<file path="config.mk">
export PLATFORM = sky130hd
export DESIGN_NAME = nand_host_driver
export DESIGN_NICKNAME = d
export VERILOG_FILES = /design/src/shared/nand_host_pkg.sv /design/src/hdl/nand_host_driver.sv
export VERILOG_INCLUDE_DIRS = /design/src /design/src/shared
export SDC_FILE = /design/constraint.sdc
export NUM_CORES = 1
export LEC_CHECK = 0
export ABC_AREA = 1
export BUFFER_PORTS_ARGS = -buffer_cell sky130_fd_sc_hd__buf_2
export CORE_MARGIN = 2
export CORE_UTILIZATION = 52
export CTS_CLUSTER_DIAMETER = 80
export CTS_CLUSTER_SIZE = 16
export DETAILED_ROUTE_END_ITERATION = 8
export GPL_TIMING_DRIVEN = 0
export PLACE_DENSITY_LB_ADDON = 0.05
export SLEW_MARGIN = 25
export SYNTH_ARGS = -nofsm -noshare
export SYNTH_HDL_FRONTEND = slang
export SYNTH_SLANG_ARGS = --single-unit
</file>
<file path="constraint.sdc">
create_clock -name i_clock -period 2.3 [get_ports i_clock]
set_clock_uncertainty 0.15 [all_clocks]
set_input_delay 0.23 -clock i_clock [delete_from_list [all_inputs] [get_ports i_clock]]
set_output_delay 0.23 -clock i_clock [all_outputs]
set_load 0.01 [all_outputs]
</file>
<file path="src/shared/nand_host_regs.svh">
// timing counts and opcode values for the host-side flash command driver
// assumes a 40 MHz system clock; included by the driver and the bench side
`ifndef NAND_HOST_REGS_SVH
`define NAND_HOST_REGS_SVH
`define CLK_PERIOD_NS      25
`define POWERUP_BUSY_US    5000
`define POWERUP_CYCLES     ((`POWERUP_BUSY_US * 1000) / `CLK_PERIOD_NS)
`define PROTECT_SETTLE_NS  100
`define PROTECT_CYCLES     ((`PROTECT_SETTLE_NS + `CLK_PERIOD_NS - 1) / `CLK_PERIOD_NS)
`define STROBE_LOW_CYCLES  2
`define STROBE_HIGH_CYCLES 2
`define PAGE_BYTES         4352
`define SPARE_FIRST_COL    4096
`define PAGES_TOTAL        131072
`define BLOCKS_TOTAL       2048
`define OP_READ            8'h00
`define OP_READ_GO         8'h30
`define OP_COPY_READ_GO    8'h35
`define OP_PROT_STAT_GO    8'h34
`define OP_COPY_OUT_GO     8'h3a
`define OP_RAND_OUT        8'h05
`define OP_RAND_OUT_GO     8'he0
`define OP_CACHE_NEXT      8'h31
`define OP_CACHE_LAST      8'h3f
`define OP_PROGRAM         8'h80
`define OP_PROG_GO         8'h10
`define OP_CACHE_PROG_GO   8'h15
`define OP_COPY_PROGRAM    8'h85
`define OP_PAGE_COPY_PROG  8'h8c
`define OP_ERASE           8'h60
`define OP_ERASE_GO        8'hd0
`define OP_PROT_BOTH       8'h43
`define OP_PROT_ERASE      8'h42
`define OP_PROT_PROG       8'h41
`define OP_STATUS          8'h70
`define OP_PROT_STATUS     8'h74
`define OP_RESET           8'hff
`endif

</file>
<file path="src/shared/nand_host_pkg.sv">
// types for the host-side flash command driver
// assumes nand_host_regs.svh holds the numeric constants
package nand_host_pkg;
	// kind of one bus cycle handed to the driver
	typedef enum logic [1:0] {
		cyc_cmd  = 2'h0,
		cyc_addr = 2'h1,
		cyc_din  = 2'h2,
		cyc_dout = 2'h3
	} cycle_kind_t;

	typedef enum logic [4:0] {
		st_power = 5'h01,
		st_idle  = 5'h02,
		st_low   = 5'h04,
		st_high  = 5'h08,
		st_wait  = 5'h10
	} drv_state_t;
endpackage

</file>
<file path="src/hdl/nand_host_driver.sv">
// host-side pin driver for an asynchronous parallel NAND flash, byte mode
// assumes one request at a time from user logic on i_clock; pins go straight to the flash
// Operation
// - host drives pins while select and write strobe low; device latches on rise.
// - command latch high marks a command, address latch high an address.
// - host changes write protect only when idle, then waits the settle time.
// - after power on wait up to 5 ms busy; only status read allowed.
// - host should keep write protect low through power up and down.
// - read 00h..30h, program 80h..10h, cache program ends 15h.
// - erase is 60h, row address only, then D0h.
// - copy-back reads 00h..35h, then programs 85h, address, 10h.
// - random input 85h with column; random output 05h, column, E0h.
// - cache read continues with 31h, last page started by 3Fh.
// - page copy reads 00h..3Ah, programs 8Ch confirmed 15h or 10h.
// - protection prefix 43h, 42h or 41h then 80h..10h; status 00h..34h.
// - address column first then row, low bits first, unused high bits zero.
// - within a block program pages in ascending order.
`timescale 1ns/100ps
`include "nand_host_regs.svh"
module nand_host_driver
	import nand_host_pkg::*;
#(
	parameter int unsigned POWERUP_WAIT = `POWERUP_CYCLES
) (
	input  wire logic        i_clock,
	input  wire logic        i_rst_n,
	input  wire logic        i_req_valid,
	input  wire cycle_kind_t i_req_kind,
	input  wire logic [7:0]  i_req_data,
	input  wire logic        i_protect,
	output logic             o_req_ready,
	output logic             o_rsp_valid,
	output logic [7:0]       o_rsp_data,
	output logic             o_dev_busy,
	output logic             o_chip_sel_n,
	output logic             o_cmd_latch,
	output logic             o_addr_latch,
	output logic             o_write_strobe_n,
	output logic             o_read_strobe_n,
	output logic             o_write_protect_n,
	output logic [7:0]       o_io_out,
	output logic             o_io_oe_n,
	input  wire logic [7:0]  i_io_in,
	input  wire logic        i_ready_busy_n
);
	localparam logic [22:0] PROT_WAIT = 23'(`PROTECT_CYCLES);
	localparam logic [22:0] LOW_WAIT  = 23'(`STROBE_LOW_CYCLES - 1);
	localparam logic [22:0] HIGH_WAIT = 23'(`STROBE_HIGH_CYCLES - 1);

	// opcodes the device still takes while busy
	function automatic logic busy_ok(input logic [7:0] op);
		return (op == `OP_RESET) || (op == `OP_STATUS) || (op == `OP_PROT_STATUS);
	endfunction

	// program and erase openers, gated while protect is asserted
	function automatic logic writes_array(input logic [7:0] op);
		return (op == `OP_PROGRAM) || (op == `OP_COPY_PROGRAM) || (op == `OP_ERASE) ||
		       (op == `OP_PAGE_COPY_PROG) || (op == `OP_PROT_BOTH) ||
		       (op == `OP_PROT_ERASE) || (op == `OP_PROT_PROG);
	endfunction

	// reset release through two flops
	logic rst_meta;
	logic rst_n;
	always_ff @(posedge i_clock or negedge i_rst_n) begin
		if (!i_rst_n) begin
			rst_meta <= 1'b0;
			rst_n    <= 1'b0;
		end else begin
			rst_meta <= 1'b1;
			rst_n    <= rst_meta;
		end
	end

	// pin inputs pass two flops; only the second stage is read
	// ready/busy starts as busy so o_dev_busy does not dip right after reset
	logic [8:0] pin_meta;
	logic [8:0] pin_sync;
	always_ff @(posedge i_clock or negedge rst_n) begin
		if (!rst_n) begin
			pin_meta <= 9'h0ff;
			pin_sync <= 9'h0ff;
		end else begin
			pin_meta <= {i_ready_busy_n, i_io_in};
			pin_sync <= pin_meta;
		end
	end
	wire       rb_sync = pin_sync[8];
	wire [7:0] io_sync = pin_sync[7:0];

	drv_state_t  state, next_state;
	logic [22:0] count, next_count;
	cycle_kind_t kind, next_kind;
	logic [7:0]  data, next_data;
	logic        req_ready, next_req_ready;
	logic        rsp_valid, next_rsp_valid;
	logic [7:0]  rsp_data, next_rsp_data;
	logic        chip_sel_n, next_chip_sel_n;
	logic        cmd_latch, next_cmd_latch;
	logic        addr_latch, next_addr_latch;
	logic        wr_n, next_wr_n;
	logic        rd_n, next_rd_n;
	logic        wp_n, next_wp_n;
	logic        oe_n, next_oe_n;
	logic        settle_wait, next_settle_wait;

	// a request is refused while protect settles or while busy with a non-busy opcode;
	// read-out cycles still pass while busy, else status polling would stall
	wire refuse = settle_wait || (!rb_sync && ((i_req_kind == cyc_cmd) ?
	              !busy_ok(i_req_data) : (i_req_kind != cyc_dout)));

	// sequencer: one pin cycle per accepted request
	always_comb begin
		next_state       = state;
		next_count       = count;
		next_kind        = kind;
		next_data        = data;
		next_req_ready   = 1'b0;
		next_rsp_valid   = 1'b0;
		next_rsp_data    = rsp_data;
		next_chip_sel_n  = chip_sel_n;
		next_cmd_latch   = cmd_latch;
		next_addr_latch  = addr_latch;
		next_wr_n        = 1'b1;
		next_rd_n        = 1'b1;
		next_wp_n        = wp_n;
		next_oe_n        = oe_n;
		next_settle_wait = settle_wait;
		if (count != 23'h0)
			next_count = count - 23'h1;
		unique case (state)
			st_power: begin
				// protect held low and device left alone until init ends
				next_wp_n = 1'b0;
				if (count == 23'h0 && rb_sync) begin
					next_state     = st_idle;
					next_req_ready = 1'b1;
				end
			end
			st_idle: begin
				next_req_ready = 1'b1;
				if (settle_wait && count == 23'h0)
					next_settle_wait = 1'b0;
				if ((!i_protect) != wp_n && rb_sync && !settle_wait) begin
					// protect only moves while the device is idle, then settles
					next_wp_n        = !i_protect;
					next_settle_wait = 1'b1;
					next_count       = PROT_WAIT;
					next_req_ready   = 1'b0;
				end else if (i_req_valid && req_ready && !refuse) begin
					next_kind       = i_req_kind;
					next_data       = i_req_data;
					next_req_ready  = 1'b0;
					next_chip_sel_n = 1'b0;
					next_cmd_latch  = (i_req_kind == cyc_cmd);
					next_addr_latch = (i_req_kind == cyc_addr); // bytes pass as given
					next_oe_n       = (i_req_kind == cyc_dout);
					next_wr_n       = (i_req_kind == cyc_dout);
					next_rd_n       = (i_req_kind != cyc_dout);
					next_count      = LOW_WAIT;
					next_state      = st_low;
				end
			end
			st_low: begin
				// strobe stays low with data steady on the pins
				next_wr_n = (kind == cyc_dout);
				next_rd_n = (kind != cyc_dout);
				if (count == 23'h0) begin
					// rising edge latches in the device
					next_wr_n  = 1'b1;
					next_rd_n  = 1'b1;
					next_count = HIGH_WAIT;
					next_state = st_high;
				end
			end
			st_high: begin
				if (count == 23'h0) begin
					next_cmd_latch  = 1'b0;
					next_addr_latch = 1'b0;
					next_oe_n       = 1'b1;
					// the byte shown under the low strobe needs two sync stages to reach io_sync
					if (kind == cyc_dout) begin
						next_rsp_valid = 1'b1;
						next_rsp_data  = io_sync;
					end
					// confirms and one-cycle commands may start busy; let it show
					next_count      = 23'h3;
					next_state      = st_wait;
				end
			end
			st_wait: begin
				if (count == 23'h0) begin
					next_req_ready = 1'b1;
					next_state     = st_idle;
				end
			end
			default: begin
				next_state = st_idle;
			end
		endcase
		// array-writing openers are dropped while protected
		if (state == st_idle && next_state == st_low && i_req_kind == cyc_cmd &&
		    writes_array(i_req_data) && !wp_n) begin
			next_state      = st_idle;
			next_chip_sel_n = chip_sel_n;
			next_cmd_latch  = 1'b0;
			next_addr_latch = 1'b0;
			next_wr_n       = 1'b1;
			next_rd_n       = 1'b1;
			next_oe_n       = 1'b1;
			next_req_ready  = 1'b1;
			next_count      = count;
		end
	end

	always_ff @(posedge i_clock or negedge rst_n) begin
		if (!rst_n) begin
			state       <= st_power;
			count       <= POWERUP_WAIT[22:0];
			kind        <= cyc_cmd;
			data        <= 8'h00;
			req_ready   <= 1'b0;
			rsp_valid   <= 1'b0;
			rsp_data    <= 8'h00;
			chip_sel_n  <= 1'b1;
			cmd_latch   <= 1'b0;
			addr_latch  <= 1'b0;
			wr_n        <= 1'b1;
			rd_n        <= 1'b1;
			wp_n        <= 1'b0;
			oe_n        <= 1'b1;
			settle_wait <= 1'b0;
		end else begin
			state       <= next_state;
			count       <= next_count;
			kind        <= next_kind;
			data        <= next_data;
			req_ready   <= next_req_ready;
			rsp_valid   <= next_rsp_valid;
			rsp_data    <= next_rsp_data;
			chip_sel_n  <= next_chip_sel_n;
			cmd_latch   <= next_cmd_latch;
			addr_latch  <= next_addr_latch;
			wr_n        <= next_wr_n;
			rd_n        <= next_rd_n;
			wp_n        <= next_wp_n;
			oe_n        <= next_oe_n;
			settle_wait <= next_settle_wait;
		end
	end

	// busy flag registered from the synchronised pin
	logic dev_busy;
	always_ff @(posedge i_clock or negedge rst_n) begin
		if (!rst_n)
			dev_busy <= 1'b1;
		else
			dev_busy <= !rb_sync;
	end

	assign o_req_ready       = req_ready;
	assign o_rsp_valid       = rsp_valid;
	assign o_rsp_data        = rsp_data;
	assign o_dev_busy        = dev_busy;
	assign o_chip_sel_n      = chip_sel_n;
	assign o_cmd_latch       = cmd_latch;
	assign o_addr_latch      = addr_latch;
	assign o_write_strobe_n  = wr_n;
	assign o_read_strobe_n   = rd_n;
	assign o_write_protect_n = wp_n;
	assign o_io_out          = data;
	assign o_io_oe_n         = oe_n;

	chk_latch_exclusive: assert property (@(posedge i_clock) disable iff (!rst_n)
		!(cmd_latch && addr_latch)) else $error("both latch enables high");
	chk_strobe_select: assert property (@(posedge i_clock) disable iff (!rst_n)
		!wr_n |-> !chip_sel_n) else $error("write strobe low without select");
	chk_strobe_width: assert property (@(posedge i_clock) disable iff (!rst_n)
		$fell(wr_n) |=> !wr_n ##1 wr_n) else $error("write strobe width wrong");
	chk_latch_hold: assert property (@(posedge i_clock) disable iff (!rst_n)
		$rose(wr_n) && state == st_high |-> $stable(cmd_latch) && $stable(addr_latch))
		else $error("latch enable moved at strobe rise");
	chk_busy_gate: assert property (@(posedge i_clock) disable iff (!rst_n)
		$fell(wr_n) && cmd_latch && $past(!rb_sync) |-> busy_ok(data))
		else $error("non-busy command issued while busy");
	chk_protect_gate: assert property (@(posedge i_clock) disable iff (!rst_n)
		$fell(wr_n) && cmd_latch |-> !(writes_array(data) && !wp_n))
		else $error("array write opcode sent while protected");
	chk_protect_idle: assert property (@(posedge i_clock) disable iff (!rst_n)
		$changed(wp_n) && state != st_power |-> $past(state) == st_idle && $past(rb_sync))
		else $error("protect moved while not idle");
	chk_power_hold: assert property (@(posedge i_clock) disable iff (!rst_n)
		state == st_power |-> wr_n && chip_sel_n && !wp_n)
		else $error("pins moved during power-up wait");
endmodule

</file>
## Word-level counts from Yosys, hierarchy flattened

Index checks and enable logic that the tools add are counted.

| cells by class | value |
|---|---|
| $add $sub $neg | 1 |
| equality and inequality tests | 26 |
| muxes and demuxes | 52 |
| bitwise gates (word level) | 2 |
| reduce and logical (&&, ||, !) cells | 38 |

Operator list:

| operator | number |
|---|---|
| $mux 23 | 5 |
| $pmux 23 s3 | 1 |
| $eq 8x7->1 const B | 6 |
| $mux 5 | 7 |
| $eq 8x8->1 const B | 4 |
| $mux 1 | 31 |
| $pmux 5 s5 | 1 |
| $logic_not 23->1 | 1 |
| $reduce_bool 23->1 | 1 |
| $sub 23x1->23 const B | 1 |
| $pmux 1 s2 | 6 |
| $logic_and 1x1->1 | 11 |
| $eq 5x3->1 const B | 2 |
| $logic_or 1x1->1 | 9 |
| $reduce_and 4->1 | 2 |
| $logic_not 1->1 | 6 |
| $ne 2x2->1 const B | 3 |
| $ne 3x2->1 const B | 2 |
| $reduce_and 3->1 | 2 |
| $eq 5x1->1 const B | 1 |
| $eq 5x2->1 const B | 1 |
| $eq 5x4->1 const B | 1 |
| $eq 5x5->1 const B | 1 |
| $eq 2x2->1 const B | 2 |
| other kinds (9) | 12 |

| word-level totals | value |
|---|---|
| register bits after elaboration | 77 |
| word-level logic and storage cells | 139 |

## Logic depth before layout (Yosys ltp)

Gate-level depths: netlist of the first run.

| depth | value |
|---|---|
| word-level depth | 19 |
| gate-level depth with buffers | 14 |
| gate-level depth less buffers | 13 |

## Least setup slack after synthesis of the first run

No wires, ideal clock.

| path | value |
|---|---|
| path kind | register -> register |
| start point | reg count[0] |
| end point | reg count[12] |
| setup time | 0.120 ns |
| data arrival time | 1.650 ns |
| slack | 0.380 ns |
| stages on the path, launching flop included | 13 |
| path buffers | 1 |
| clock period less this slack | 1.920 ns |
| cell sequence | dfrtp_1 inv_1 ha_1 nand2_1 nor2_2 nand3_4 nand2_2 nand3_2 nand3_4 nand2_4 buf_8 nand2_2 nor2_2 |

| between the ends | value |
|---|---|
| word-level cells in the longest chain between the ends | 9 |
| elaborated cells between the ends (all ways) | 20 |

Ends and longest elaborated chain:

| item | RTL line | source |
|---|---|---|
| from (decl) | nand_host_driver.sv:92 | `logic [22:0] count, next_count;` |
| from (signal assigned) | nand_host_driver.sv:219 | `count <= POWERUP_WAIT[22:0];` |
| from (signal assigned) | nand_host_driver.sv:235 | `count <= next_count;` |
| branches (longest 9 deep; another with $sub 23x1->23) | - |  |

Parallel ways; which one is timed is not known.
A chain may end at the register's enable or synchronous reset.

## Worst setup path in the final report of the first run

| path | value |
|---|---|
| start point | reg count[0] |
| end point | reg count[19] |

Same word-level chain as after synthesis.

==> results of run 1 <==
==> worst min path at each step <==
stage	from	endpoint	slack (ns)	cells after the start
6_report	i_rst_n	rst_n$_DFF_PN0_	0.02	2
5_1_grt	i_rst_n	rst_n$_DFF_PN0_	0.05	2
4_1_cts	i_rst_n	rst_n$_DFF_PN0_	0.02	2
3_5_place_dp	i_rst_n	rst_meta$_DFF_PN0_	-0.13	1
3_3_place_gp	i_rst_n	rst_meta$_DFF_PN0_	-0.14	1
2_1_floorplan	i_rst_n	rst_meta$_DFF_PN0_	-0.22	0
==> metrics by stage <==
| stage | worst slack (ns) | TNS [ns] | total power [mW] | hold slack [ns] |
|---|---|---|---|---|
| 2_1_floorplan | 0.380 | 0 | 1.46 | -0.216 |
| 6_report | 0.112 | 0 | 2.56 | 0.0186 |
| 3_5_place_dp | 0.133 | 0 | 1.51 | -0.134 |
| 5_1_grt | -0.0334 | -0.256 | 2.66 | 0.0525 |
| 4_1_cts | 0.0781 | 0 | 2.59 | 0.0159 |
| 3_3_place_gp | 0.150 | 0 | 1.50 | -0.136 |
==> area by class of cell <==
type                       count  area share [%]
buffer                         8            1.61
clock buffer                  10            2.85
clock inverter                 6            1.45
inverter                      52            4.05
multi-input combinational    355            37.7
sequential                    77            40.8
tap                           99            2.57
timing repair buffer          68            8.98
==> routing by layer <==
layer / vias up / GRT usage [%] / part of all wire [%]
met4: 0 / 8.46 / 2.1
met3: 20 / 4.03 / 5.3
met1: 1678 / 33.2 / 48
met5: - / 0 / 0
li1: 1751 / - / -
met2: 101 / 36.2 / 45
==> cells by family (layout without fill, tap and decap cells) <==
family	after synthesis	count (layout)	share of synthesized area (%)
adders and majority gates	3	3	0.940
DFF	77	77	49.1
other	1	1	0.0939
buffers and inverters	60	144	6.80
AOI/OAI and AO/OA	57	57	7.52
and+or+nand+nor	293	294	35.5
==> cell usage after synthesis <==
| cell type | instances |
|---|---|
| sky130_fd_sc_hd__a31oi_1 | 1 |
| sky130_fd_sc_hd__a21boi_1 | 1 |
| sky130_fd_sc_hd__o22ai_1 | 1 |
| sky130_fd_sc_hd__nand2_2 | 16 |
| sky130_fd_sc_hd__o21bai_1 | 1 |
| sky130_fd_sc_hd__o211ai_1 | 3 |
| sky130_fd_sc_hd__buf_4 | 1 |
| sky130_fd_sc_hd__clkbuf_1 | 1 |
| sky130_fd_sc_hd__or2_2 | 2 |
| sky130_fd_sc_hd__nand4_2 | 1 |
| sky130_fd_sc_hd__a21oi_1 | 18 |
| sky130_fd_sc_hd__nand2_1 | 105 |
| sky130_fd_sc_hd__dfstp_2 | 28 |
| sky130_fd_sc_hd__o21ai_0 | 27 |
| sky130_fd_sc_hd__nor3_4 | 1 |
| sky130_fd_sc_hd__nor2_4 | 4 |
| sky130_fd_sc_hd__nand3_4 | 2 |
| sky130_fd_sc_hd__nand2_4 | 1 |
| sky130_fd_sc_hd__dfrtp_1 | 49 |
| sky130_fd_sc_hd__ha_1 | 3 |
| sky130_fd_sc_hd__nor4_1 | 2 |
| sky130_fd_sc_hd__buf_6 | 4 |
| sky130_fd_sc_hd__nand4_4 | 1 |
| sky130_fd_sc_hd__nand3_1 | 43 |
| sky130_fd_sc_hd__nor2_2 | 19 |
| sky130_fd_sc_hd__and3_1 | 1 |
| sky130_fd_sc_hd__nor3_1 | 16 |
| sky130_fd_sc_hd__buf_8 | 1 |
| sky130_fd_sc_hd__nor2_1 | 66 |
| sky130_fd_sc_hd__conb_1 | 1 |
| sky130_fd_sc_hd__nand4_1 | 10 |
| sky130_fd_sc_hd__inv_1 | 45 |
| sky130_fd_sc_hd__nand3_2 | 1 |
| sky130_fd_sc_hd__nand3b_1 | 1 |
| sky130_fd_sc_hd__nor3_2 | 1 |
| sky130_fd_sc_hd__inv_2 | 6 |
| sky130_fd_sc_hd__o21ai_1 | 5 |
| sky130_fd_sc_hd__buf_2 | 1 |
| sky130_fd_sc_hd__clkinv_1 | 1 |
==> flip-flops by register name, indices dropped and copies added, names as in the netlist <==
| signal | flops |
|---|---|
| count | 23 |
| pin_meta | 9 |
| pin_sync | 9 |
| o_io_out | 8 |
| o_rsp_data | 8 |
| state | 5 |
| kind | 2 |
| o_addr_latch | 1 |
| o_chip_sel_n | 1 |
| o_cmd_latch | 1 |
| o_dev_busy | 1 |
| o_io_oe_n | 1 |
| o_read_strobe_n | 1 |
| o_req_ready | 1 |
| o_rsp_valid | 1 |
| o_write_protect_n | 1 |
| o_write_strobe_n | 1 |
| rst_meta | 1 |
| rst_n | 1 |
| settle_wait | 1 |
==> repair_timing <==
action	CTS	global route
resized for setup	0	15
hold buffers	12	0
setup endpoints to repair	0	37
endpoints found under the hold margin	13	0
buffers inserted	0	7
==> power groups by stage <==
| stage | clock, mW | combinational (mW) | sequential (mW) |
|---|---|---|---|
| 2_1_floorplan | 0 | 0.0262 | 1.43 |
| 3_3_place_gp | 0 | 0.0592 | 1.44 |
| 3_5_place_dp | 0 | 0.0783 | 1.43 |
| 4_1_cts | 1.09 | 0.0954 | 1.40 |
| 5_1_grt | 1.14 | 0.108 | 1.41 |
| 6_report | 1.06 | 0.0966 | 1.40 |
==> impl_results.html, run 1 <==
<table>
<tr><th>Metric</th><th>Value</th></tr>
<tr><th colspan="2">CTS</th></tr>
<tr><td>Clk pin slew, worst setup/hold paths</td><td>0.09 ns</td></tr>
<tr><td>Clk buf depth</td><td>2</td></tr>
<tr><td>Library cell used as clock root buffer</td><td>sky130_fd_sc_hd__clkbuf_8</td></tr>
<tr><td>Number of H-tree branching levels</td><td>3</td></tr>
<tr><td>Clock tree from TritonCTS</td><td>built</td></tr>
<tr><td>Sink count of the clock tree</td><td>77</td></tr>
<tr><td>Total clock buffers created by CTS</td><td>9</td></tr>
<tr><td>Clock Latency Late Sink</td><td>0.35 ns</td></tr>
<tr><th colspan="2">Timing</th></tr>
<tr><td>Final clock period utilization by the worst path</td><td>95.1%</td></tr>
<tr><td>Timing-limited maximum frequency</td><td>457 MHz</td></tr>
<tr><td>Setup violators final</td><td>0</td></tr>
<tr><td>Final Hold Viols</td><td>0</td></tr>
<tr><td>Slew Limit Fails</td><td>0</td></tr>
<tr><td>Minimum clock period</td><td>2.19 ns</td></tr>
<tr><th colspan="2">Worst setup path</th></tr>
<tr><td>Maximum fanout encountered on the critical timing path</td><td>10</td></tr>
<tr><td>Worst reg2reg path endpoint</td><td>count[19]$_DFFE_PN0N_</td></tr>
<tr><td>Data required time at the worst endpoint</td><td>2.40 ns</td></tr>
<tr><td>CP Depth</td><td>12</td></tr>
<tr><td>WP buf/inv</td><td>2</td></tr>
<tr><td>Startpoint type of the worst setup path</td><td>flip-flop</td></tr>
<tr><td>Timing startpoint of the critical path</td><td>count[0]$_DFFE_PN0N_</td></tr>
<tr><td>Capturing element of the worst setup path</td><td>count[19]$_DFFE_PN0N_</td></tr>
<tr><td>Register-to-register path setup slack</td><td>0.11 ns</td></tr>
<tr><td>Largest incremental delay on the critical path</td><td>0.41 ns</td></tr>
<tr><td>Cells along the critical path</td><td>inv_1 &gt; ha_1 &gt; nand2_1 &gt; nor2_2 &gt; nand3_4 &gt; nand2_2 &gt; nand3_2 &gt; nand3_4 &gt; nand2_4 &gt; buf_8 &gt; nand2_2 &gt; nor2_2</td></tr>
<tr><td>Critical path's top delay family</td><td>simple AND/OR/NAND/NOR gates</td></tr>
<tr><td>Endpoint class of the critical path</td><td>flip-flop</td></tr>
<tr><td>Register-to-Register Path Depth</td><td>12</td></tr>
<tr><td>Slowest-stage cell, CP</td><td>sky130_fd_sc_hd__dfrtp_1</td></tr>
<tr><td>WS Path Type</td><td>flip-flop to flip-flop</td></tr>
<tr><td>Reg-to-reg startpoint</td><td>count[0]$_DFFE_PN0N_</td></tr>
<tr><td>Worst path arrival time</td><td>2.29 ns</td></tr>
<tr><th colspan="2">Power</th></tr>
<tr><td>Switching power as a share of total power</td><td>23.3%</td></tr>
<tr><td>Peak supply drop</td><td>0.324 mV</td></tr>
<tr><td>Sequential Power Share</td><td>54.7%</td></tr>
<tr><td>Clock power share</td><td>41.5%</td></tr>
<tr><td>Internal power</td><td>1.96 mW</td></tr>
<tr><td>Leakage dissipation</td><td>2.34 nW</td></tr>
<tr><td>Cell area power density</td><td>531 mW/mm^2</td></tr>
<tr><td>Portion of total power attributed to combinational logic</td><td>3.8%</td></tr>
<tr><td>Net switching component of the power</td><td>0.597 mW</td></tr>
<tr><th colspan="2">Finish</th></tr>
<tr><td>Area grow syn2layout</td><td>20.7%</td></tr>
<tr><td>Commonest non-fill, non-tap cell in the layout</td><td>sky130_fd_sc_hd__nand2_1</td></tr>
<tr><td>Ratio of cells with drive above 1 in the final layout</td><td>30.6%</td></tr>
<tr><td>Number of antenna cells inserted</td><td>0</td></tr>
<tr><td>Final instance count without filler cells</td><td>675</td></tr>
<tr><td>Final-layout fill cell count</td><td>643</td></tr>
<tr><td>Non-Filler Cell Area, Final</td><td>0.00482 mm^2</td></tr>
<tr><td>Leading cell types in the layout, fill and taps excluded</td><td>102 x sky130_fd_sc_hd__nand2_1, 62 x sky130_fd_sc_hd__nor2_1, 49 x sky130_fd_sc_hd__buf_2, 48 x sky130_fd_sc_hd__dfrtp_1, 45 x sky130_fd_sc_hd__inv_1</td></tr>
<tr><td>Final Util</td><td>65.8%</td></tr>
<tr><td>Register area</td><td>0.00197 mm^2</td></tr>
<tr><td>Total number of nets in the final design</td><td>597</td></tr>
<tr><td>Area of combinational cells with multiple inputs</td><td>0.00182 mm^2</td></tr>
<tr><th colspan="2">Detailed routing</th></tr>
<tr><td>Final routed DRC violation total</td><td>0</td></tr>
<tr><td>Post-detailed-route via-to-cell ratio</td><td>5.26</td></tr>
<tr><td>Detailed Route WL</td><td>9.22 mm</td></tr>
<tr><td>Residual antenna-violating net count after detailed routing</td><td>0</td></tr>
<tr><td>Initial DRC count</td><td>267</td></tr>
<tr><td>Routed wire length per instance</td><td>13.7 um</td></tr>
<tr><td>Vias</td><td>3550</td></tr>
<tr><td>Count of TritonRoute iterations in the first routing pass</td><td>5</td></tr>
<tr><th colspan="2">Floorplanning</th></tr>
<tr><td>Horizontal die dimension</td><td>91.6 um</td></tr>
<tr><td>Vertical die dimension</td><td>91.6 um</td></tr>
<tr><td>Effective utilization at floorplan</td><td>54.5%</td></tr>
<tr><td>Core outline area</td><td>0.00733 mm^2</td></tr>
<tr><td>Ports</td><td>49</td></tr>
<tr><td>Placement row count</td><td>31</td></tr>
<tr><td>DIE AREA</td><td>0.00840 mm^2</td></tr>
<tr><th colspan="2">Place</th></tr>
<tr><td>Placed cell area</td><td>0.00438 mm^2</td></tr>
<tr><td>Placed Cells incl. Taps</td><td>639</td></tr>
<tr><td>Placer congestion estimate</td><td>0.933</td></tr>
<tr><td>Placed wire-length estimate</td><td>6.56 mm</td></tr>
<tr><td>Port-buffer cells</td><td>48</td></tr>
<tr><th colspan="2">Global routing</th></tr>
<tr><td>Global Route Usage Sum</td><td>23.4%</td></tr>
<tr><td>First-pass GRT wire length</td><td>15.7 mm</td></tr>
<tr><td>Maximum number of pins on one net before global-route repair</td><td>43</td></tr>
<tr><td>Total congestion overflow after global routing</td><td>0</td></tr>
<tr><td>Vias in the first global route</td><td>3321</td></tr>
<tr><td>Number of antenna violations at the first check in global routing</td><td>0</td></tr>
<tr><th colspan="2">Synthesis</th></tr>
<tr><td>Share of Yosys cell area claimed by the top area cell type</td><td>30.7%</td></tr>
<tr><td>Synthesized area</td><td>0.00399 mm^2</td></tr>
<tr><td>Post-synthesis sequential area ratio</td><td>49.1%</td></tr>
<tr><td>Post-Synthesis Cells</td><td>491</td></tr>
<tr><td>Synth top area cells</td><td>sky130_fd_sc_hd__dfrtp_1 31%, sky130_fd_sc_hd__dfstp_2 18%, sky130_fd_sc_hd__nand2_1 9.9%</td></tr>
<tr><td>Synth Area per Inst</td><td>8.13 um^2</td></tr>
<tr><td>Total nets after synthesis</td><td>517</td></tr>
<tr><td>Yosys synthesis warning count</td><td>0</td></tr>
<tr><td>#FFs+latches synth</td><td>77</td></tr>
<tr><td>Post-synth top area cell</td><td>sky130_fd_sc_hd__dfrtp_1</td></tr>
<tr><td>Count of different cell masters after synthesis</td><td>39</td></tr>
<tr><th colspan="2">Hold path</th></tr>
<tr><td>Worst min path class</td><td>input port to asynchronous set/reset pin</td></tr>
<tr><th colspan="2">Run</th></tr>
<tr><td>MaxCap Viol Count</td><td>0</td></tr>
<tr><th colspan="2">Outcome</th></tr>
<tr><td>Status</td><td>finished, final reports clean</td></tr>
</table>
No activity file was read; power rests on OpenSTA's default activity.
==> inputs of run 2 (changes only) <==
--- a/config.mk
+++ b/config.mk
@@ -6,7 +6,6 @@
 export SDC_FILE = /design/constraint.sdc
 export NUM_CORES = 1
 export LEC_CHECK = 0
-export ABC_AREA = 1
 export BUFFER_PORTS_ARGS = -buffer_cell sky130_fd_sc_hd__buf_2
 export CORE_MARGIN = 2
 export CORE_UTILIZATION = 52
@@ -15,6 +14,7 @@
 export DETAILED_ROUTE_END_ITERATION = 8
 export GPL_TIMING_DRIVEN = 0
 export PLACE_DENSITY_LB_ADDON = 0.05
+export RECOVER_POWER = 50
 export SLEW_MARGIN = 25
 export SYNTH_ARGS = -nofsm -noshare
 export SYNTH_HDL_FRONTEND = slang
==> run 2 against run 1 <==
Compared with the run above: routed wire length up 1.1%; highest routed layer unchanged; sequential cell count unchanged; design area up 5.7%; synthesized cell count down 24%; via count down 7.1%; critical path type unchanged; die area down 7.4%; largest power group unchanged; final cell count down 14%; non-clock buffer count up 37; the flow now finishes with violations (negative setup slack); global-route usage up 1.8 points.
==> impl_results.html, run 2 <==
<table>
<tr><th>Metric</th><th>Value</th></tr>
<tr><th colspan="2">Floorplanning</th></tr>
<tr><td>Ports</td><td>49</td></tr>
<tr><td>Vertical die dimension</td><td>88.2 um</td></tr>
<tr><td>Horizontal die dimension</td><td>88.2 um</td></tr>
<tr><td>DIE AREA</td><td>0.00778 mm^2</td></tr>
<tr><td>Placement row count</td><td>30</td></tr>
<tr><td>Effective utilization at floorplan</td><td>53.9%</td></tr>
<tr><td>Core outline area</td><td>0.00683 mm^2</td></tr>
<tr><th colspan="2">Synthesis</th></tr>
<tr><td>Most common library cells after synthesis</td><td>61 x sky130_fd_sc_hd__nand2_1, 49 x sky130_fd_sc_hd__dfrtp_1, 28 x sky130_fd_sc_hd__dfstp_2, 28 x sky130_fd_sc_hd__nand3_1, 23 x sky130_fd_sc_hd__o21ai_0</td></tr>
<tr><td>Yosys synthesis warning count</td><td>0</td></tr>
<tr><td>Synth Area per Inst</td><td>9.91 um^2</td></tr>
<tr><td>Post-Synthesis Cells</td><td>372</td></tr>
<tr><td>Share of Yosys cell area claimed by the top area cell type</td><td>33.3%</td></tr>
<tr><td>Post-synth top flop</td><td>sky130_fd_sc_hd__dfrtp_1</td></tr>
<tr><td>Synthesized area</td><td>0.00368 mm^2</td></tr>
<tr><td>Share of flip-flops with an asynchronous set or reset</td><td>100%</td></tr>
<tr><td>Most used standard cell by instance count after synthesis</td><td>sky130_fd_sc_hd__nand2_1</td></tr>
<tr><td>Synth top area cells</td><td>sky130_fd_sc_hd__dfrtp_1 33%, sky130_fd_sc_hd__dfstp_2 20%, sky130_fd_sc_hd__nand2_1 6.2%</td></tr>
<tr><td>Number of enable-type register cells in the synthesized netlist</td><td>0</td></tr>
<tr><td>Post-synthesis sequential area ratio</td><td>53.2%</td></tr>
<tr><td>#FFs+latches synth</td><td>77</td></tr>
<tr><td>Total nets after synthesis</td><td>398</td></tr>
<tr><td>Post-synth top area cell</td><td>sky130_fd_sc_hd__dfrtp_1</td></tr>
<tr><td>Count of different cell masters after synthesis</td><td>59</td></tr>
<tr><th colspan="2">Finish</th></tr>
<tr><td>Flip-flop count of the largest register after layout</td><td>23</td></tr>
<tr><td>Register with the highest flop count</td><td>count</td></tr>
<tr><td>Leading cell types in the layout, fill and taps excluded</td><td>53 x sky130_fd_sc_hd__nand2_1, 46 x sky130_fd_sc_hd__buf_2, 44 x sky130_fd_sc_hd__dfrtp_1, 33 x sky130_fd_sc_hd__buf_4, 28 x sky130_fd_sc_hd__dfstp_2</td></tr>
<tr><td>Commonest non-fill, non-tap cell in the layout</td><td>sky130_fd_sc_hd__nand2_1</td></tr>
<tr><td>Non-Filler Cell Area, Final</td><td>0.00510 mm^2</td></tr>
<tr><td>Final-layout fill cell count</td><td>503</td></tr>
<tr><td>Top flop regs</td><td>count (23), pin_meta (9), pin_sync (9)</td></tr>
<tr><td>Final Util</td><td>74.6%</td></tr>
<tr><td>Area grow syn2layout</td><td>38.3%</td></tr>
<tr><td>Ratio of cells with drive above 1 in the final layout</td><td>40.5%</td></tr>
<tr><td>Number of antenna cells inserted</td><td>0</td></tr>
<tr><td>Total number of nets in the final design</td><td>503</td></tr>
<tr><th colspan="2">Place</th></tr>
<tr><td>Placed cell area</td><td>0.00415 mm^2</td></tr>
<tr><td>Placer congestion estimate</td><td>0.866</td></tr>
<tr><td>Port-buffer cells</td><td>46</td></tr>
<tr><td>Placed wire-length estimate</td><td>5.73 mm</td></tr>
<tr><th colspan="2">Power</th></tr>
<tr><td>Sequential Power Share</td><td>38.7%</td></tr>
<tr><td>Switching power as a share of total power</td><td>36.3%</td></tr>
<tr><td>Leakage dissipation</td><td>2.40 nW</td></tr>
<tr><td>Portion of total power attributed to combinational logic</td><td>38.3%</td></tr>
<tr><td>Net switching component of the power</td><td>1.95 mW</td></tr>
<tr><td>Internal power</td><td>3.42 mW</td></tr>
<tr><td>Clock power share</td><td>23.0%</td></tr>
<tr><td>Cell area power density</td><td>1050 mW/mm^2</td></tr>
<tr><td>Peak supply drop</td><td>0.643 mV</td></tr>
<tr><th colspan="2">Detailed routing</th></tr>
<tr><td>Routed wire length per instance</td><td>16.1 um</td></tr>
<tr><td>Count of TritonRoute iterations in the first routing pass</td><td>5</td></tr>
<tr><td>Vias</td><td>3299</td></tr>
<tr><td>Residual antenna-violating net count after detailed routing</td><td>0</td></tr>
<tr><td>Final routed DRC violation total</td><td>0</td></tr>
<tr><td>Post-detailed-route via-to-cell ratio</td><td>5.71</td></tr>
<tr><td>Initial DRC count</td><td>192</td></tr>
<tr><td>Detailed Route WL</td><td>9.32 mm</td></tr>
<tr><th colspan="2">CTS</th></tr>
<tr><td>Clk buf depth</td><td>2</td></tr>
<tr><td>Library cell used as clock root buffer</td><td>sky130_fd_sc_hd__clkbuf_8</td></tr>
<tr><td>Number of H-tree branching levels</td><td>3</td></tr>
<tr><td>Clock Latency Late Sink</td><td>0.36 ns</td></tr>
<tr><td>Sink count of the clock tree</td><td>77</td></tr>
<tr><td>Clock tree from TritonCTS</td><td>built</td></tr>
<tr><td>Total clock buffers created by CTS</td><td>9</td></tr>
<tr><td>Clk pin slew, worst setup/hold paths</td><td>0.08 ns</td></tr>
<tr><th colspan="2">Timing</th></tr>
<tr><td>Least setup slack across all paths after layout</td><td>-0.0776 ns</td></tr>
<tr><td>Minimum clock period</td><td>2.38 ns</td></tr>
<tr><td>Final Hold Viols</td><td>0</td></tr>
<tr><td>Headroom to the max-slew limit</td><td>38.4%</td></tr>
<tr><td>RSZ-0062 raised after global routing</td><td>yes</td></tr>
<tr><td>Least-Margin Pin Slew</td><td>0.924 ns</td></tr>
<tr><td>Timing-limited maximum frequency</td><td>421 MHz</td></tr>
<tr><td>Final clock period utilization by the worst path</td><td>103%</td></tr>
<tr><td>Setup violators final</td><td>11</td></tr>
<tr><td>Slew Limit Fails</td><td>0</td></tr>
<tr><th colspan="2">Worst setup path</th></tr>
<tr><td>Endpoint class of the critical path</td><td>flip-flop</td></tr>
<tr><td>WS Path Type</td><td>flip-flop to flip-flop</td></tr>
<tr><td>Startpoint type of the worst setup path</td><td>flip-flop</td></tr>
<tr><td>Slowest-stage cell, CP</td><td>sky130_fd_sc_hd__or4_4</td></tr>
<tr><td>Data required time at the worst endpoint</td><td>2.45 ns</td></tr>
<tr><td>Largest incremental delay on the critical path</td><td>0.46 ns</td></tr>
<tr><td>Maximum fanout encountered on the critical timing path</td><td>8</td></tr>
<tr><td>Cells along the critical path</td><td>nor3_2 &gt; nand4_1 &gt; clkbuf_8 &gt; nand3b_1 &gt; or4_4 &gt; or3_1 &gt; nand3_1</td></tr>
<tr><td>Worst path arrival time</td><td>2.53 ns</td></tr>
<tr><th colspan="2">Global routing</th></tr>
<tr><td>Maximum number of pins on one net before global-route repair</td><td>54</td></tr>
<tr><td>Met1 global-route usage</td><td>33.8%</td></tr>
<tr><td>Vias in the first global route</td><td>3099</td></tr>
<tr><td>Total congestion overflow after global routing</td><td>0</td></tr>
<tr><td>GR peak layer</td><td>met2</td></tr>
<tr><td>Number of antenna violations at the first check in global routing</td><td>0</td></tr>
<tr><td>Global Route Usage Sum</td><td>25.2%</td></tr>
<tr><td>Met3 Resource Use GR</td><td>6.03%</td></tr>
<tr><td>First-pass GRT wire length</td><td>15.2 mm</td></tr>
<tr><td>Met2 demand-to-capacity share in global routing</td><td>41.2%</td></tr>
<tr><th colspan="2">Outcome</th></tr>
<tr><td>Status</td><td>finished with violations</td></tr>
<tr><td>Violated checks</td><td>negative setup slack</td></tr>
<tr><th colspan="2">Run</th></tr>
<tr><td>MaxCap Viol Count</td><td>0</td></tr>
<tr><th colspan="2">Hold path</th></tr>
<tr><td>Worst min path class</td><td>input port to flip-flop</td></tr>
</table>
==> run 2: cell count changes after synthesis, moves of 16 or more <==
cell / previous run / this run
sky130_fd_sc_hd__inv_1: 45 / 8
sky130_fd_sc_hd__nand2_1: 105 / 61
sky130_fd_sc_hd__nand2_2: 16 / 0
sky130_fd_sc_hd__nor2_1: 66 / 11
sky130_fd_sc_hd__nor2_2: 19 / 0
sky130_fd_sc_hd__or3_1: 0 / 20
==> run 2: stage by stage <==
step | power (mW) | instances | setup WS [ns] | hold WS, ns | setup TNS (ns)
global route | 5.70 | 578 | -0.159 | 0.0180 | -2.55
CTS | 5.17 | 569 | -0.0926 | 0.000200 | -0.474
detailed placement | 3.63 | 515 | -0.455 | -0.131 | -12.77
finish | 5.36 | 578 | -0.0776 | 0.00604 | -0.172
global placement | 3.57 | 514 | -0.465 | -0.135 | -11.95
floorplan | 3.16 | 372 | -0.0758 | -0.216 | -0.414
==> run 2: final timing paths <==
| path | startpoint | to | slack (ns) | depth (start not counted) |
|---|---|---|---|---|
| max | count[7]$_DFFE_PN0N_ | count[21]$_DFFE_PN0N_ | -0.08 | 7 |
| min | i_req_data[3] | o_io_out[3]$_DFFE_PN0P_ | 0.006 | 3 |
| max reg2reg | count[7]$_DFFE_PN0N_ | count[21]$_DFFE_PN0N_ | -0.08 | 7 |
| min reg2reg | pin_meta[7]$_DFF_PN1_ | pin_sync[7]$_DFF_PN1_ | 0.20 | 0 |
| max in group asynchronous | rst_n$_DFF_PN0_ | count[20]$_DFFE_PN0N_ | 0.40 | 1 |
| min in group asynchronous | i_rst_n | rst_meta$_DFF_PN0_ | 0.02 | 2 |
==> run 2: cells by family after synthesis <==
family	after synthesis	synth area share [%]
AO/OA/AOI/OAI	78	14.4
XOR/XNOR	3	0.713
adder cells (fa/ha/maj)	3	1.02
buffers and inverters	27	3.33
flip-flops	77	53.2
multiplexers	8	2.44
other	1	0.102
AND/OR/NAND/NOR	175	24.8
==> run 2: area by class of cell <==
class	count	area [um^2]	area share, %
plain buffers	14	144	2.82
clock buffers	10	128	2.50
clock inverters	6	111	2.18
inverters	8	30.0	0.589
multi-input cells	268	1890	37.0
flip-flops and latches	77	1970	38.6
well taps	96	120	2.36
repair buffers	99	711	13.9
==> run 2: metal layers <==
metal | part of all wire (%) | wire length, um | vias up
met5 | 0 | 0 | -
met1 | 43 | 4030 | 1629
met2 | 51 | 4750 | 93
li1 | - | - | 1562
met3 | 4.4 | 414 | 15
met4 | 1.4 | 134 | 0
==> run 2: worst max-delay path: cells and delay by family, from the launching register on <==
family | cells | cell delay [ns]
flops | 1 | 0.45
buf+inv | 1 | 0.20
simple gates | 6 | 1.51
==> run 2: what timing repair did <==
item / CTS / global route
cloned: 2 / 0
pin swaps: 15 / 15
hold endpoints to repair: 17 / 0
buffers inserted: 21 / 13
hold buffers: 16 / 0
endpoints found under the setup margin: 51 / 47
resized for setup: 39 / 47
==> run 2: power groups by stage <==
stage / combinational (mW) / clock, mW / sequential (mW)
after global placement: 1.51 / 0 / 2.06
after floorplan: 1.10 / 0 / 2.06
after CTS: 1.88 / 1.25 / 2.03
after global routing: 2.25 / 1.32 / 2.13
final: 2.05 / 1.24 / 2.08
after detailed placement: 1.57 / 0 / 2.06
